===== src/common/tml_pkg.sv =====
// Package for the transition-minimised link encoder: input bit layout,
// out-of-band characters and the state record.
// Assumes a single system clock that oversamples the pixel clock.
package tml_pkg;

  localparam int TML_LANES = 3;
  localparam int TML_CHAR_W = 10;
  localparam int TML_DISP_W = 5;
  localparam int TML_IN_W = 32;

  // Positions in the sampled input vector
  localparam int TML_POS_PCLK = 0;
  localparam int TML_POS_DE = 1;
  localparam int TML_POS_DATA = 2;
  localparam int TML_POS_CTRL = 26;

  // Out-of-band characters, bit 0 is d0 (first on the wire)
  localparam logic [9:0] TML_CHAR_C00 = 10'h354;
  localparam logic [9:0] TML_CHAR_C10 = 10'h0AB;
  localparam logic [9:0] TML_CHAR_C01 = 10'h154;
  localparam logic [9:0] TML_CHAR_C11 = 10'h2AB;

  localparam logic [31:0] TML_IN_RST = 32'h0000_0000;
  localparam logic [9:0] TML_CHAR_RST = 10'h354;
  localparam logic [4:0] TML_DISP_RST = 5'h00;

  typedef struct packed {
    logic [31:0] s1;
    logic [31:0] s2;
    logic [31:0] s3;
    logic clk_lvl;
    logic de;
    logic [5:0] ctrl;
    logic ld;
    logic [2:0][9:0] chr;
    logic [2:0][4:0] disp;
    logic [2:0][9:0] sh;
  } tml_st_t;

endpackage


===== src/core/tml_encoder.sv =====
// Three-lane transition-minimised encoder with bit serialisers.
// Assumes clk_i oversamples the pixel clock; all pixel-side inputs are asynchronous.
//
// How it works
// - With data enable high, each byte becomes a transition-minimised 10-bit character, DC-balanced over the stream by running disparity.
// - Every one of 256 byte values yields its own in-band character.
// - First eight bits of an in-band character have at most three transitions.
// - Alphabet per lane is 460 in-band plus 4 out-of-band characters.
// - Lane carries 8 data bits, enable state implied by character class, 2 controls.
// - With data enable low, data ignored; control pair picks one special character.
// - Special characters d0..d9: 0010101011, 1101010100, 0010101010, 1101010101.
// - Green lane encodes recovery-loop sync and general control 1 the same way.
// - Held-low data enable with unchanged controls repeats the same special character every period.
// - One ten-bit character loaded per pixel clock period; a lane sends one bit per clk_i cycle until the next load.
// - Blue lane carries syncs, green recovery sync and ctrl 1, red ctrls 2 and 3.
// - Link clock lane sends the pixel clock level as resynchronised and filtered on clk_i, four clk_i stages behind the pin.
`timescale 1ns/10ps
module tml_encoder
  import tml_pkg::*;
(
  input wire logic clk_i,
  input wire logic nrst_i,
  input wire logic pixel_input_clock_i,
  input wire logic data_enable_i,
  input wire logic [23:0] pixel_data_i,
  input wire logic hsync_i,
  input wire logic vsync_i,
  input wire logic pll_sync_i,
  input wire logic general_ctrl_1_i,
  input wire logic general_ctrl_2_i,
  input wire logic stereo_sync_ctrl_i,
  output logic [9:0] char_blue_o,
  output logic [9:0] char_green_o,
  output logic [9:0] char_red_o,
  output logic char_valid_o,
  output logic lane_blue_o,
  output logic lane_green_o,
  output logic lane_red_o,
  output logic lane_link_clock_o
);

  function automatic logic [9:0] special_char(input logic [1:0] pair);
    logic [9:0] c;
    c = TML_CHAR_C00;
    unique case (pair)
      2'b00: c = TML_CHAR_C00;
      2'b01: c = TML_CHAR_C10;
      2'b10: c = TML_CHAR_C01;
      2'b11: c = TML_CHAR_C11;
    endcase
    return c;
  endfunction

  function automatic int ones8(input logic [7:0] v);
    int n;
    n = 0;
    for (int i = 0; i < 8; i++) begin
      n = n + int'(v[i]);
    end
    return n;
  endfunction

  // Returns {new disparity, character}
  // distinct code per byte
  function automatic logic [14:0] encode(input logic [7:0] d, input logic [4:0] disp);
    logic [8:0] qm;
    logic [9:0] q;
    logic use_xnor;
    int n1;
    int n0;
    int cnt;
    n1 = ones8(d);
    use_xnor = (n1 > 4) || (n1 == 4 && !d[0]);
    qm = 9'h000;
    qm[0] = d[0];
    for (int i = 1; i < 8; i++) begin
      qm[i] = use_xnor ? ~(qm[i-1] ^ d[i]) : (qm[i-1] ^ d[i]);
    end
    qm[8] = ~use_xnor;
    n1 = ones8(qm[7:0]);
    n0 = 8 - n1;
    cnt = int'(signed'(disp));
    if (cnt == 0 || n1 == n0) begin
      q = {~qm[8], qm[8], qm[8] ? qm[7:0] : ~qm[7:0]};
      cnt = qm[8] ? cnt + n1 - n0 : cnt + n0 - n1;
    end else if ((cnt > 0 && n1 > n0) || (cnt < 0 && n0 > n1)) begin
      q = {1'b1, qm[8], ~qm[7:0]};
      cnt = cnt + 2 * int'(qm[8]) + n0 - n1;
    end else begin
      q = {1'b0, qm[8], qm[7:0]};
      cnt = cnt - 2 * int'(!qm[8]) + n1 - n0;
    end
    return {cnt[4:0], q};
  endfunction

  tml_st_t st_ff;
  tml_st_t nxt_st;
  logic [31:0] pins;
  logic [14:0] enc_res [3];

  assign pins = {stereo_sync_ctrl_i, general_ctrl_2_i, general_ctrl_1_i, pll_sync_i,
                 vsync_i, hsync_i, pixel_data_i, data_enable_i, pixel_input_clock_i};

  always_comb begin
    logic clk_stable;
    logic fall;
    logic de_s;
    clk_stable = 1'b0;
    fall = 1'b0;
    de_s = 1'b0;
    nxt_st = st_ff;
    nxt_st.s1 = pins;
    nxt_st.s2 = st_ff.s1;
    nxt_st.s3 = st_ff.s2;
    clk_stable = st_ff.s2[TML_POS_PCLK] == st_ff.s3[TML_POS_PCLK];
    if (clk_stable) begin
      nxt_st.clk_lvl = st_ff.s3[TML_POS_PCLK];
    end
    // Sample mid-period on the falling edge, where source data is settled
    fall = clk_stable && st_ff.clk_lvl && !st_ff.s3[TML_POS_PCLK];
    de_s = st_ff.s3[TML_POS_DE];
    nxt_st.ld = fall;
    for (int l = 0; l < TML_LANES; l++) begin
      nxt_st.sh[l] = {1'b0, st_ff.sh[l][9:1]};
      enc_res[l] = encode(st_ff.s3[TML_POS_DATA + 8*l +: 8], st_ff.disp[l]);
    end
    if (fall) begin
      nxt_st.de = de_s;
      if (!de_s) begin
        nxt_st.ctrl = st_ff.s3[TML_POS_CTRL +: 6];
      end
      // lane l takes data byte l and control pair l
      for (int l = 0; l < TML_LANES; l++) begin
        if (de_s) begin
          nxt_st.chr[l] = enc_res[l][9:0];
          nxt_st.disp[l] = enc_res[l][14:10];
        end else begin
          // special character from the control pair
          nxt_st.chr[l] = special_char(st_ff.s3[TML_POS_CTRL + 2*l +: 2]);
          nxt_st.disp[l] = TML_DISP_RST;
        end
        // one character loaded per pixel period
        nxt_st.sh[l] = nxt_st.chr[l];
      end
    end
  end

  always_ff @(posedge clk_i or negedge nrst_i) begin
    if (!nrst_i) begin
      st_ff.s1 <= TML_IN_RST;
      st_ff.s2 <= TML_IN_RST;
      st_ff.s3 <= TML_IN_RST;
      st_ff.clk_lvl <= 1'b0;
      st_ff.de <= 1'b0;
      st_ff.ctrl <= 6'h00;
      st_ff.ld <= 1'b0;
      for (int l = 0; l < TML_LANES; l++) begin
        st_ff.chr[l] <= TML_CHAR_RST;
        st_ff.disp[l] <= TML_DISP_RST;
        st_ff.sh[l] <= TML_CHAR_RST;
      end
    end else begin
      st_ff <= nxt_st;
    end
  end

  assign char_blue_o = st_ff.chr[0];
  assign char_green_o = st_ff.chr[1];
  assign char_red_o = st_ff.chr[2];
  assign char_valid_o = st_ff.ld;
  assign lane_blue_o = st_ff.sh[0][0];
  assign lane_green_o = st_ff.sh[1][0];
  assign lane_red_o = st_ff.sh[2][0];
  // link clock lane follows the pixel clock
  assign lane_link_clock_o = st_ff.clk_lvl;

  function automatic logic is_special(input logic [9:0] c);
    return c == TML_CHAR_C00 || c == TML_CHAR_C10 || c == TML_CHAR_C01 || c == TML_CHAR_C11;
  endfunction

  function automatic int edges8(input logic [9:0] c);
    return $countones(c[6:0] ^ c[7:1]);
  endfunction
endmodule


===== config.mk =====
export PLATFORM = sky130hd
export DESIGN_NAME = tml_encoder
export DESIGN_NICKNAME = d
export VERILOG_FILES = /design/src/common/tml_pkg.sv /design/src/core/tml_encoder.sv
export SDC_FILE = /design/constraint.sdc
export NUM_CORES = 1
export LEC_CHECK = 0
export ABC_AREA = 1
export BUFFER_PORTS_ARGS = -buffer_cell sky130_fd_sc_hd__clkbuf_2
export CORE_ASPECT_RATIO = 1.75
export CORE_MARGIN = 2
export CORE_UTILIZATION = 56
export CTS_CLUSTER_DIAMETER = 40
export DETAILED_ROUTE_END_ITERATION = 8
export PLACE_DENSITY = 0.77
export SYNTH_ARGS = -nofsm -noshare
export SYNTH_HDL_FRONTEND = slang
export SYNTH_SLANG_ARGS = --single-unit

===== constraint.sdc =====
create_clock -name clk_i -period 7.7 [get_ports clk_i]
set_input_delay 0.385 -clock clk_i [delete_from_list [all_inputs] [get_ports clk_i]]
set_output_delay 0.385 -clock clk_i [all_outputs]
set_load 0.02 [all_outputs]

### Word-level counts from Yosys, hierarchy flattened

Cells that the tools add are included.

| word-level totals | value |
|---|---|
| register bits | 173 |
| bits of input ports | 34 |
| output and inout port bits | 35 |
| word-level logic and storage cells | 247 |

| cells by class | value |
|---|---|
| add/sub/neg operators | 75 |
| $lt $le $gt $ge | 15 |
| equality and inequality tests | 16 |
| mux-type cells | 49 |
| bitwise operators | 48 |
| reduce and logical (&&, ||, !) cells | 30 |

Operator list:

| operator | number |
|---|---|
| $pmux W10 S4 | 3 |
| $logic_not A32 Y1 | 3 |
| $mux W10 | 9 |
| $add A5 B5 Y5 | 12 |
| $mux W5 | 12 |
| $sub A5 B5 Y5 | 12 |
| $gt A9 B9 Y1 | 6 |
| $add A7 B1 Y8 | 6 |
| $add A6 B1 Y7 | 6 |
| $add A5 B1 Y6 | 6 |
| $add A4 B1 Y5 | 6 |
| $mux W30 | 1 |
| $eq A9 B9 Y1 | 3 |
| $sub A4 B8 Y9 const A | 3 |
| $add A3 B1 Y4 | 6 |
| $eq A8 B3 Y1 const B | 3 |
| $gt A8 B3 Y1 const B | 3 |
| $mux W8 | 3 |
| $not A1 Y1 | 24 |
| $not A8 Y8 | 3 |
| $mux W1 | 21 |
| $xor A1 B1 Y1 | 21 |
| $add A2 B1 Y3 | 6 |
| $add A5 B3 Y5 | 3 |
| 11 further kinds | 52 |

### Logic depth before layout (Yosys ltp)

Gate-level depths: netlist of the first run.

| depth | value |
|---|---|
| depth after elaboration | 38 |
| gate-level depth with buffers | 51 |
| gate-level depth less buffers | 51 |

### Worst setup path after synthesis of the first run

No wires, ideal clock.

| timing | value |
|---|---|
| path type | register to register |
| from | register st_ff[102] (netlist bit) |
| to | register st_ff[44] (netlist bit) |
| setup time | 0.131 ns |
| data arrival time | 8.410 ns |
| data required time | 7.569 ns |
| slack | -0.842 ns |
| stages on the path, launching flop included | 48 |
| path buffers | 0 |
| period minus slack after synthesis | 8.542 ns |
| cell sequence | dfrtp_1 > inv_1 > fa_1 > fa_1 > fa_1 > inv_1 > ha_1 > fa_1 > nor2_1 > nand2_1 > a21oi_4 > nand2_2 > nand2_2 > nand2_2 > nand2_2 > nand2_2 > nand2_2 > nand2_1 > (+12 left out) > or2_2 > and2_1 > nand3_1 > ha_1 > inv_1 > ha_1 > fa_1 > inv_1 > ha_1 > a21oi_1 > nand2_1 > xnor2_1 > xor2_1 > nand2_1 > nand2_1 > o21ai_0 > nand3_1 > o21ai_0 |

| between the ends | value |
|---|---|
| cells in the longest elaborated chain, start to end | 37 |
| elaborated cells on any way between the ends | 63 |
| those cells by class | 25 x add/sub; 3 x order compare; 2 x eq/ne; 11 x mux; 15 x bitwise; 7 x reduce/logical |

Ends and longest elaborated chain:

| what | RTL line | text |
|---|---|---|
| from (decl) | tml_encoder.sv:96 | `tml_st_t st_ff;` |
| from (signal assigned) | tml_encoder.sv:163 | `st_ff <= nxt_st;` |
| parallel branches: the longest is 35 deep, another holds $add A7 B1 Y8 | -- |  |
| $mux W5 * | tml_encoder.sv:83 | `if (cnt == 0 \|\| n1 == n0) begin` |
| $mux W5 * | tml_encoder.sv:134 | `if (de_s) begin` |

Mark *: on every way between the ends.
A chain may end at the register's enable or synchronous reset.

### Final worst setup path of the first run

Same ends and word-level chain as after synthesis.

==> metrics.txt, run 1 <==
minimum clock period 9.061 ns; Post-Syn Nets 1453; Worst path slowest cell fa_1; final number of hold-violating endpoints 0; total track usage 31.54%; layout cells sized above 1 46.69%; CTS H-Tree Depth 4; Post-CTS Hold Buffers 0; slew margin rel. 34.60%; Syn-to-layout area delta 42.22%; routability cong. 0.9234; #FFs+latches synth 173; Worst path max stage delay 0.59 ns; Yosys cell types 42; Core Rows 69; clk slew on worst S/H paths about 0.070 ns; post-synth design cell area 0.01146 sq mm; fillers roughly 990; CTS sink cnt 173; effective utilization at floorplan 56.73%; largest net degree at the start of global routing 105; DRT Pass-1 Iters 7; WP data arrival roughly 9.4 ns; CP Launch Type register; core area ~0.020 sq mm; Via Count 11170; CTS max path bufs 2; final setup vio count 69; f_max 0.1104 GHz; CTS buffer count 17; Synth Instances between 1000 and 1500; most common cell after layout, fill and taps aside buf_4; Pins Over Slew Limit 0; Die X ~110 um; DRC 0; CTS root buf clkbuf_16; Top cell by count, worst path nand2_4; final setup skew 0.01505 ns; critical-path maximum fanout 3; Die Height around 190 um; wirelength, routed 42.20 mm; initial antenna violation count 0; Synthesis Warnings 0; Post-Layout Inst Area between 0.015 and 0.02 sq mm; initial DRC count 1078; die area around 0.022 sq mm; Port Buffers 68; Nets 1758; I/O pin count 69; reg-to-reg startpoint st_ff[102]; most frequent cells in the layout 223 x buf_4, 211 x nand2_1, 143 x dfrtp_1, 137 x inv_1; vias in the first global route ~11000; Worst-Margin Slew about 1 ns; Required @ worst endpoint 8.07 ns; WHS 0.008706 ns; antenna-violating nets left 0; CP Class register to register; DR WL/cell between 20 and 25 um; failing checks setup timing; syn avg cell area 9.032 sq um; status finished, violations left; Via density 6.087; # diodes 0; RSZ-0062 raised after global routing true; MaxCap Viol Count 0; crit path capture type register; Tightest Hold Check Type primary input to async pin; Final WS setup -1.361 ns; Worst-Skew Late Latency 0.47 ns; DP HPWL 22.95 mm; sequential-to-total area share from yosys stat 38.10%; CTS tree built; Cell Area, Placed 0.01368 sq mm; first-pass GRT wire length 53.32 mm; worst setup path start st_ff[102]; global route total overflow 0; fin crit share 117.7%
==> registers in the layout, summed over array words and instances (netlist names) <==
name / cells
lane_link_clock_o: 1
char_blue_o: 10
lane_blue_o: 1
lane_red_o: 1
lane_green_o: 1
nxt_st: 64
char_red_o: 10
char_green_o: 10
char_valid_o: 1
st_ff: 74
==> path summary, 6_finish.rpt <==
kind	to	slack [ns]	depth (start not counted)
worst max-delay path	st_ff[44]	-1.36	44
worst min-delay path	st_ff[92]	0.009	1
worst max register to register	st_ff[44]	-1.36	44
worst min register to register	nxt_st[95]	0.35	0
max in group asynchronous	nxt_st[127]	6.13	2
min in group clk_i	nxt_st[124]	0.02	1
==> critical path, delay by kind of cell, from the launching register on <==
kind,cells,cell delay [ns]
buffers and inverters,4,0.29
DFF,1,0.37
and+or+nand+nor,22,2.86
AOI/OAI and AO/OA,4,0.73
adders and majority gates,11,4.25
xor gates and xnor gates,3,0.45
==> synthesized netlist by cell type (all sizes together) <==
| master | instances | area [sq um] |
|---|---|---|
| a211oi | 1 | 7.510 |
| or2 | 3 | 18.77 |
| xor2 | 48 | 427.9 |
| a22o | 1 | 8.760 |
| dfrtp | 143 | 3578 |
| clkbuf | 11 | 41.29 |
| nand2 | 308 | 1279 |
| and2 | 1 | 6.260 |
| o21ai | 70 | 376.6 |
| fa | 51 | 1021 |
| o22ai | 5 | 31.28 |
| a21o | 4 | 30.03 |
| dfstp | 30 | 788.3 |
| xnor2 | 25 | 219.0 |
| o211ai | 5 | 37.54 |
| inv | 185 | 694.4 |
| a31oi | 1 | 6.260 |
| mux2i | 1 | 10.01 |
| o2111ai | 2 | 17.52 |
| buf | 37 | 267.8 |
| ha | 99 | 1239 |
| a22oi | 4 | 30.03 |
| o32ai | 4 | 35.03 |
| o221ai | 12 | 105.1 |
| nand4 | 3 | 18.77 |
| nor3 | 4 | 20.02 |
| a21oi | 52 | 294.0 |
| nand3 | 120 | 695.7 |
| nor2 | 39 | 156.4 |
==> layout make-up <==
cell class	instances	area (sq um)	area share, %
Clock inverter	14	150.1	0.9212
Sequential cell	173	4367	26.79
Inverter	185	729.5	4.475
Multi-Input combinational cell	863	7787	47.78
Clock buffer	18	429.2	2.633
Tap cell	248	310.3	1.904
Timing Repair Buffer	334	2526	15.50
==> metal layers <==
metal	part of all wire [%]	vias up	routed length, um	track usage, %
met3	6.8	385	2874	5.107
met4	11	0	4546	21.41
met1	30	5323	12710	30.95
met2	52	803	22070	59.06
li1	-	4659	-	-
met5	0	-	0	0
==> through the flow <==
| stage | cells | utilization, % | worst slack, ns | setup TNS, ns |
|---|---|---|---|---|
| 2_1_floorplan | 1269 | - | -0.4412 | -2.818 |
| 5_1_grt | 1835 | 80.68 | -1.597 | -55.24 |
| 3_3_place_gp | 1731 | 67.73 | -0.5744 | -8.749 |
| 3_5_place_dp | 1731 | 67.73 | -0.8068 | -20.71 |
| 4_1_cts | 1798 | 75.21 | -0.6395 | -7.957 |
| 6_report | 1835 | 80.68 | -1.361 | -38.68 |
==> logic make-up after synthesis <==
| logic type | after synthesis | synth area share (%) |
|---|---|---|
| muxes | 1 | 0.08734 |
| buffers and inverters | 233 | 8.755 |
| DFF | 173 | 38.10 |
| adders and majority gates | 150 | 19.72 |
| and+or+nand+nor | 478 | 19.15 |
| xor gates and xnor gates | 73 | 5.644 |
| AOI/OAI and AO/OA | 161 | 8.548 |
==> what timing repair did <==
action | CTS | global route
pin swaps | 108 | 105
endpoints found under the setup margin | 67 | 69
cloned | 0 | 0
gates resized for setup | 163 | 187
hold endpoints to repair | 0 | 0
buffers inserted | 38 | 41
Power of run 1 is not shown: default switching activity piles up to over one toggle a cycle in this logic, so the estimate is an artifact.
==> inputs of run 2 (changes only) <==
--- a/config.mk
+++ b/config.mk
@@ -9,10 +9,9 @@
 export BUFFER_PORTS_ARGS = -buffer_cell sky130_fd_sc_hd__clkbuf_2
 export CORE_ASPECT_RATIO = 1.75
 export CORE_MARGIN = 2
-export CORE_UTILIZATION = 56
+export CORE_UTILIZATION = 33
 export CTS_CLUSTER_DIAMETER = 40
 export DETAILED_ROUTE_END_ITERATION = 8
-export PLACE_DENSITY = 0.77
 export SYNTH_ARGS = -nofsm -noshare
 export SYNTH_HDL_FRONTEND = slang
 export SYNTH_SLANG_ARGS = --single-unit
==> metrics.txt, run 2 (synthesized netlist as in run 1, its figures left out) <==
f_max 0.1188 GHz (was 0.1104 GHz); largest net degree at the start of global routing 64 (was 105); critical-path maximum fanout 3 (unchanged); Worst-Skew Late Latency 0.46 ns (was 0.47 ns); Required @ worst endpoint 8.06 ns (was 8.07 ns); Pins Over Slew Limit 0 (unchanged); Port Buffers 68 (unchanged); initial DRC count 402 (was 1078); Top cell by count, worst path fa_1 (was nand2_4); WP data arrival 8.78 ns (was 9.43 ns); Final WS setup -0.7154 ns (was -1.361 ns); RSZ-0062 raised after global routing true (unchanged); DRT Pass-1 Iters 6 (was 7); routability cong. 0.8739 (was 0.9234); max FFs per register 74 (unchanged); status finished, violations left (unchanged); final setup skew 0.01429 ns (was 0.01505 ns); crit path capture type register (unchanged); layout cells sized above 1 43.42% (was 46.69%); Nets 1758 (unchanged); initial antenna violation count 0 (unchanged); post-route core utilization 47.24% (was 80.68%); Worst path slowest cell fa_2 (was fa_1); clk slew on worst S/H paths 0.08 ns (was 0.07 ns); Die Height 250.5 um (was 193.3 um); wirelength, routed 32.35 mm (was 42.20 mm); DRC 0 (unchanged); fin crit share 109.3% (was 117.7%); DR WL/cell 15.80 um (was 23.00 um); effective utilization at floorplan 33.37% (was 56.73%); Die X 144.9 um (was 112.1 um); # placed instances 1944 (was 1731); Core Rows 90 (was 69); total track usage 18.29% (was 31.54%); # diodes 0 (unchanged); MaxCap Viol Count 0 (unchanged); Syn-to-layout area delta 41.56% (was 42.22%); I/O pin count 69 (unchanged); Via Count 9768 (was 11170); final setup vio count 33 (was 69); core area 0.03435 sq mm (was 0.02020 sq mm); most frequent cells in the layout 244 x buf_4, 226 x nand2_1, 143 x dfrtp_1, 142 x inv_1 (was 223 x buf_4, 211 x nand2_1, 143 x dfrtp_1, 137 x inv_1); Via density 4.772 (was 6.087); most common cell after layout, fill and taps aside buf_4 (unchanged); first-pass GRT wire length 51.05 mm (was 53.32 mm); antenna-violating nets left 0 (unchanged); CTS root buf clkbuf_16 (unchanged); Top reg by flops st_ff (unchanged); CTS sink cnt 173 (unchanged); Worst-Margin Slew 0.7917 ns (was 0.9799 ns); slew margin rel. 47.16% (was 34.60%); DP HPWL 24.03 mm (was 22.95 mm); CTS tree built (unchanged); CTS max path bufs 2 (unchanged); final number of hold-violating endpoints 0 (unchanged); Tightest Hold Check Type primary input to register (was primary input to async pin); die area 0.03630 sq mm (was 0.02167 sq mm); CTS H-Tree Depth 4 (unchanged); minimum clock period 8.415 ns (was 9.061 ns); global route total overflow 0 (unchanged); Finished Layout Cells 2047 (was 1835); CP Class register to register (unchanged); vias in the first global route 10316 (was 10978); failing checks setup timing (unchanged); CTS buffer count 17 (unchanged); Worst path max stage delay 0.63 ns (was 0.59 ns); CP Launch Type register (unchanged)
## run 2: cell types whose count changed in the layout (fill, tap and decap cells not counted), sizes merged
cell         previous run  this run
clkinv                  4         5
buf                   267       266
inv                   191       192
dlygate4sd3             0         1
clkinvlp                3         2
clkbuf                 85        84
## run 2: layout make-up
cell class                      instances  area [sq um]
Clock buffer                           17         425.4
Inverter                              185         725.7
Timing Repair Buffer                  334          2455
Fill cell                            3152         18120
Multi-Input combinational cell        863          7470
Sequential cell                       173          4367
Clock inverter                         15         206.4
Tap cell                              460         575.6
## run 2: critical path, delay by kind of cell, from the launching register on
kind	cells	cell delay, ns
compound gates	4	0.62
simple gates	13	1.21
flops	1	0.37
fa+ha+maj	13	5.41
buf+inv	9	0.54
xor+xnor	1	0.15
## run 2: worst paths after layout
path                                  from     endpoint  slack, ns  depth (start not counted)
max                              st_ff[89]    st_ff[33]      -0.72                         40
min                        pixel_data_i[6]  nxt_st[124]       0.02                          1
max reg2reg                      st_ff[89]    st_ff[33]      -0.72                         40
min reg2reg                    nxt_st[139]  nxt_st[107]       0.34                          0
max in group asynchronous           nrst_i  nxt_st[132]       6.08                          3
min in group asynchronous           nrst_i    st_ff[92]       0.43                          2
## run 2: per-stage QoR
step / hold WS (ns) / setup WS [ns] / area, sq um / TNS, ns
after detailed placement: 0.3347 / -0.7808 / 13970 / -13.06
after CTS: 0.004020 / -0.6994 / 15400 / -5.882
after global routing: 0.009232 / -1.088 / 16220 / -27.52
after floorplan: 0.08941 / -0.4412 / 11880 / -2.818
final: 0.02332 / -0.7154 / 16220 / -5.936
after global placement: 0.3314 / -0.6413 / 13970 / -8.180
## run 2: what timing repair did
action	4_1_cts	5_1_grt
buffers inserted	49	24
hold buffers	1	0
endpoints found under the hold margin	46	0
endpoints found under the setup margin	60	69
resized for setup	117	138
pin swaps	77	73
## run 2: metal layers
layer  routed length (um)  up-vias  GRT usage, %
li1                     -     4662             -
met1                11000     4813         17.84
met2                18600      195         35.27
met3                  804       98         2.848
met4                 1955        0         10.29
met5                    0        -             0
Power of run 2 is left out for the same reason.
==> inputs of run 3 (changes only) <==
--- a/config.mk
+++ b/config.mk
@@ -12,6 +12,7 @@
 export CORE_UTILIZATION = 33
 export CTS_CLUSTER_DIAMETER = 40
 export DETAILED_ROUTE_END_ITERATION = 8
+export RECOVER_POWER = 50
 export SYNTH_ARGS = -nofsm -noshare
 export SYNTH_HDL_FRONTEND = slang
 export SYNTH_SLANG_ARGS = --single-unit
==> metrics.txt, run 3 (synthesized netlist as in run 1, its figures left out) <==
DP HPWL 24.03 mm (unchanged); Via density 4.770 (was 4.772); minimum clock period 8.414 ns (was 8.415 ns); final number of hold-violating endpoints 0 (unchanged); failing checks capacitance limit, slew limit, setup timing (was setup timing); final setup skew 0.01484 ns (was 0.01429 ns); Port Buffers 68 (unchanged); CP Launch Type register (unchanged); most frequent cells in the layout 244 x buf_4, 226 x nand2_1, 143 x dfrtp_1, 142 x inv_1, 67 x ha_1 (was 244 x buf_4, 226 x nand2_1, 143 x dfrtp_1, 142 x inv_1); Core Rows 90 (unchanged); WHS 0.02285 ns (was 0.02332 ns); Final WS setup -0.7142 ns (was -0.7154 ns); Required @ worst endpoint 8.06 ns (about the same); Worst-Skew Late Latency 0.46 ns (about the same); effective utilization at floorplan 33.37% (unchanged); CP endpoint st_ff[33] (unchanged); initial antenna violation count 0 (unchanged); DR WL/cell 15.81 um (was 15.80 um); CTS buffer count 17 (unchanged); # diodes 0 (unchanged); slew margin rel. -94.60% (was 47.16%); WP data arrival 8.78 ns (about the same); fin crit share 109.3% (about the same); MaxCap Viol Count 1 (was 0); Tightest Hold Check Type primary input to register (unchanged); Top reg by flops st_ff (unchanged); Nets 1758 (unchanged); global route total overflow 0 (unchanged); DRT Pass-1 Iters 6 (unchanged); CTS tree built (unchanged); critical-path maximum fanout 3 (unchanged); layout cells sized above 1 42.85% (was 43.42%); clk slew on worst S/H paths 0.08 ns (about the same); # placed instances 1944 (unchanged); Via Count 9765 (was 9768); Worst-Margin Slew 2.919 ns (was 0.7917 ns); vias in the first global route 10316 (unchanged); Finished Layout Cells 2047 (unchanged); die area 0.03630 sq mm (unchanged); RR Endpoint st_ff[33] (unchanged); Worst path max stage delay 0.63 ns (about the same); antenna-violating nets left 0 (unchanged); largest net degree at the start of global routing 64 (unchanged); fillers 3159 (was 3152); CTS root buf clkbuf_16 (unchanged); Pins Over Slew Limit 55 (was 0); CTS sink cnt 173 (unchanged); wirelength, routed 32.36 mm (was 32.35 mm); total track usage 18.29% (unchanged); core area 0.03435 sq mm (unchanged); routability cong. 0.8739 (unchanged); worst setup path start st_ff[89] (unchanged); RSZ-0062 raised after global routing true (unchanged); Die X 144.9 um (unchanged); CP Class register to register (unchanged); reg-to-reg startpoint st_ff[89] (unchanged); final setup vio count 33 (unchanged); DRC 0 (unchanged); most common cell after layout, fill and taps aside buf_4 (unchanged); status finished, violations left (unchanged); I/O pin count 69 (unchanged); CTS H-Tree Depth 4 (unchanged); Syn-to-layout area delta 41.41% (was 41.56%); first-pass GRT wire length 51.05 mm (unchanged); worst reg-to-reg setup slack -0.71 ns (was -0.72 ns); max FFs per register 74 (unchanged); Top cell by count, worst path fa_1 (unchanged); Worst path slowest cell fa_2 (unchanged); Die Height 250.5 um (unchanged); f_max 0.1188 GHz (about the same); crit path capture type register (unchanged); cells on worst reg2reg path 40 (unchanged); initial DRC count 401 (was 402); CTS max path bufs 2 (unchanged)
[run 3: cell count changes in the layout (fill, tap and decap cells not counted), sizes merged]
cell	previous run	this run
buf	266	265
clkbuf	84	85
[run 3: worst max-delay path: cells and delay by family (launching register included)]
kind / cells / cell delay [ns]
adders and majority gates: 13 / 5.41
and+or+nand+nor: 13 / 1.21
AOI/OAI and AO/OA: 4 / 0.62
buffers and inverters: 9 / 0.54
DFF: 1 / 0.37
xor gates and xnor gates: 1 / 0.15
[run 3: worst min path at each step]
stage                     from        endpoint  slack (ns)  depth (start not counted)
5_1_grt        pixel_data_i[4]     nxt_st[122]       0.009                          1
6_report       pixel_data_i[6]     nxt_st[124]        0.02                          1
3_3_place_gp       nxt_st[100]      st_ff[100]        0.33                          0
3_5_place_dp       nxt_st[120]      nxt_st[88]        0.33                          0
2_1_floorplan           nrst_i  char_blue_o[0]        0.09                          0
4_1_cts        pixel_data_i[6]     nxt_st[124]       0.004                          1
[run 3: metal layers]
metal,wire (um),global-route usage (%),part of all wire (%),vias to the layer above
met3,814,2.848,2.5,96
met5,0,0,0,-
met4,1940,10.29,6.0,0
met1,11000,17.84,34,4809
li1,-,-,-,4661
met2,18610,35.27,57,199
[run 3: final cells by class]
| cell class | instances | area (sq um) | share of cell area [%] |
|---|---|---|---|
| multi-input combinational | 863 | 7470 | 46.09 |
| sequential | 173 | 4367 | 26.94 |
| timing repair buffer | 334 | 2437 | 15.04 |
| inverter | 185 | 725.7 | 4.478 |
| tap | 460 | 575.6 | 3.551 |
| clock buffer | 17 | 425.4 | 2.625 |
| clock inverter | 15 | 206.4 | 1.274 |
[run 3: repair_timing]
item	4_1_cts	5_1_grt
buffers inserted	49	24
hold buffers	1	0
endpoints found under the hold margin	46	0
endpoints found under the setup margin	60	69
gates resized for setup	117	138
pin swaps	77	73
[run 3: through the flow]
stage	setup WS, ns	utilization, %	TNS, ns	cell area (sq um)
after floorplan	-0.4412	-	-2.818	11880
after global placement	-0.6413	40.67	-8.180	13970
after detailed placement	-0.7808	40.67	-13.06	13970
after CTS	-0.6994	44.85	-5.882	15400
after global routing	-1.088	47.19	-27.52	16210
final	-0.7142	47.19	-5.960	16210
Power of run 3 is left out for the same reason.
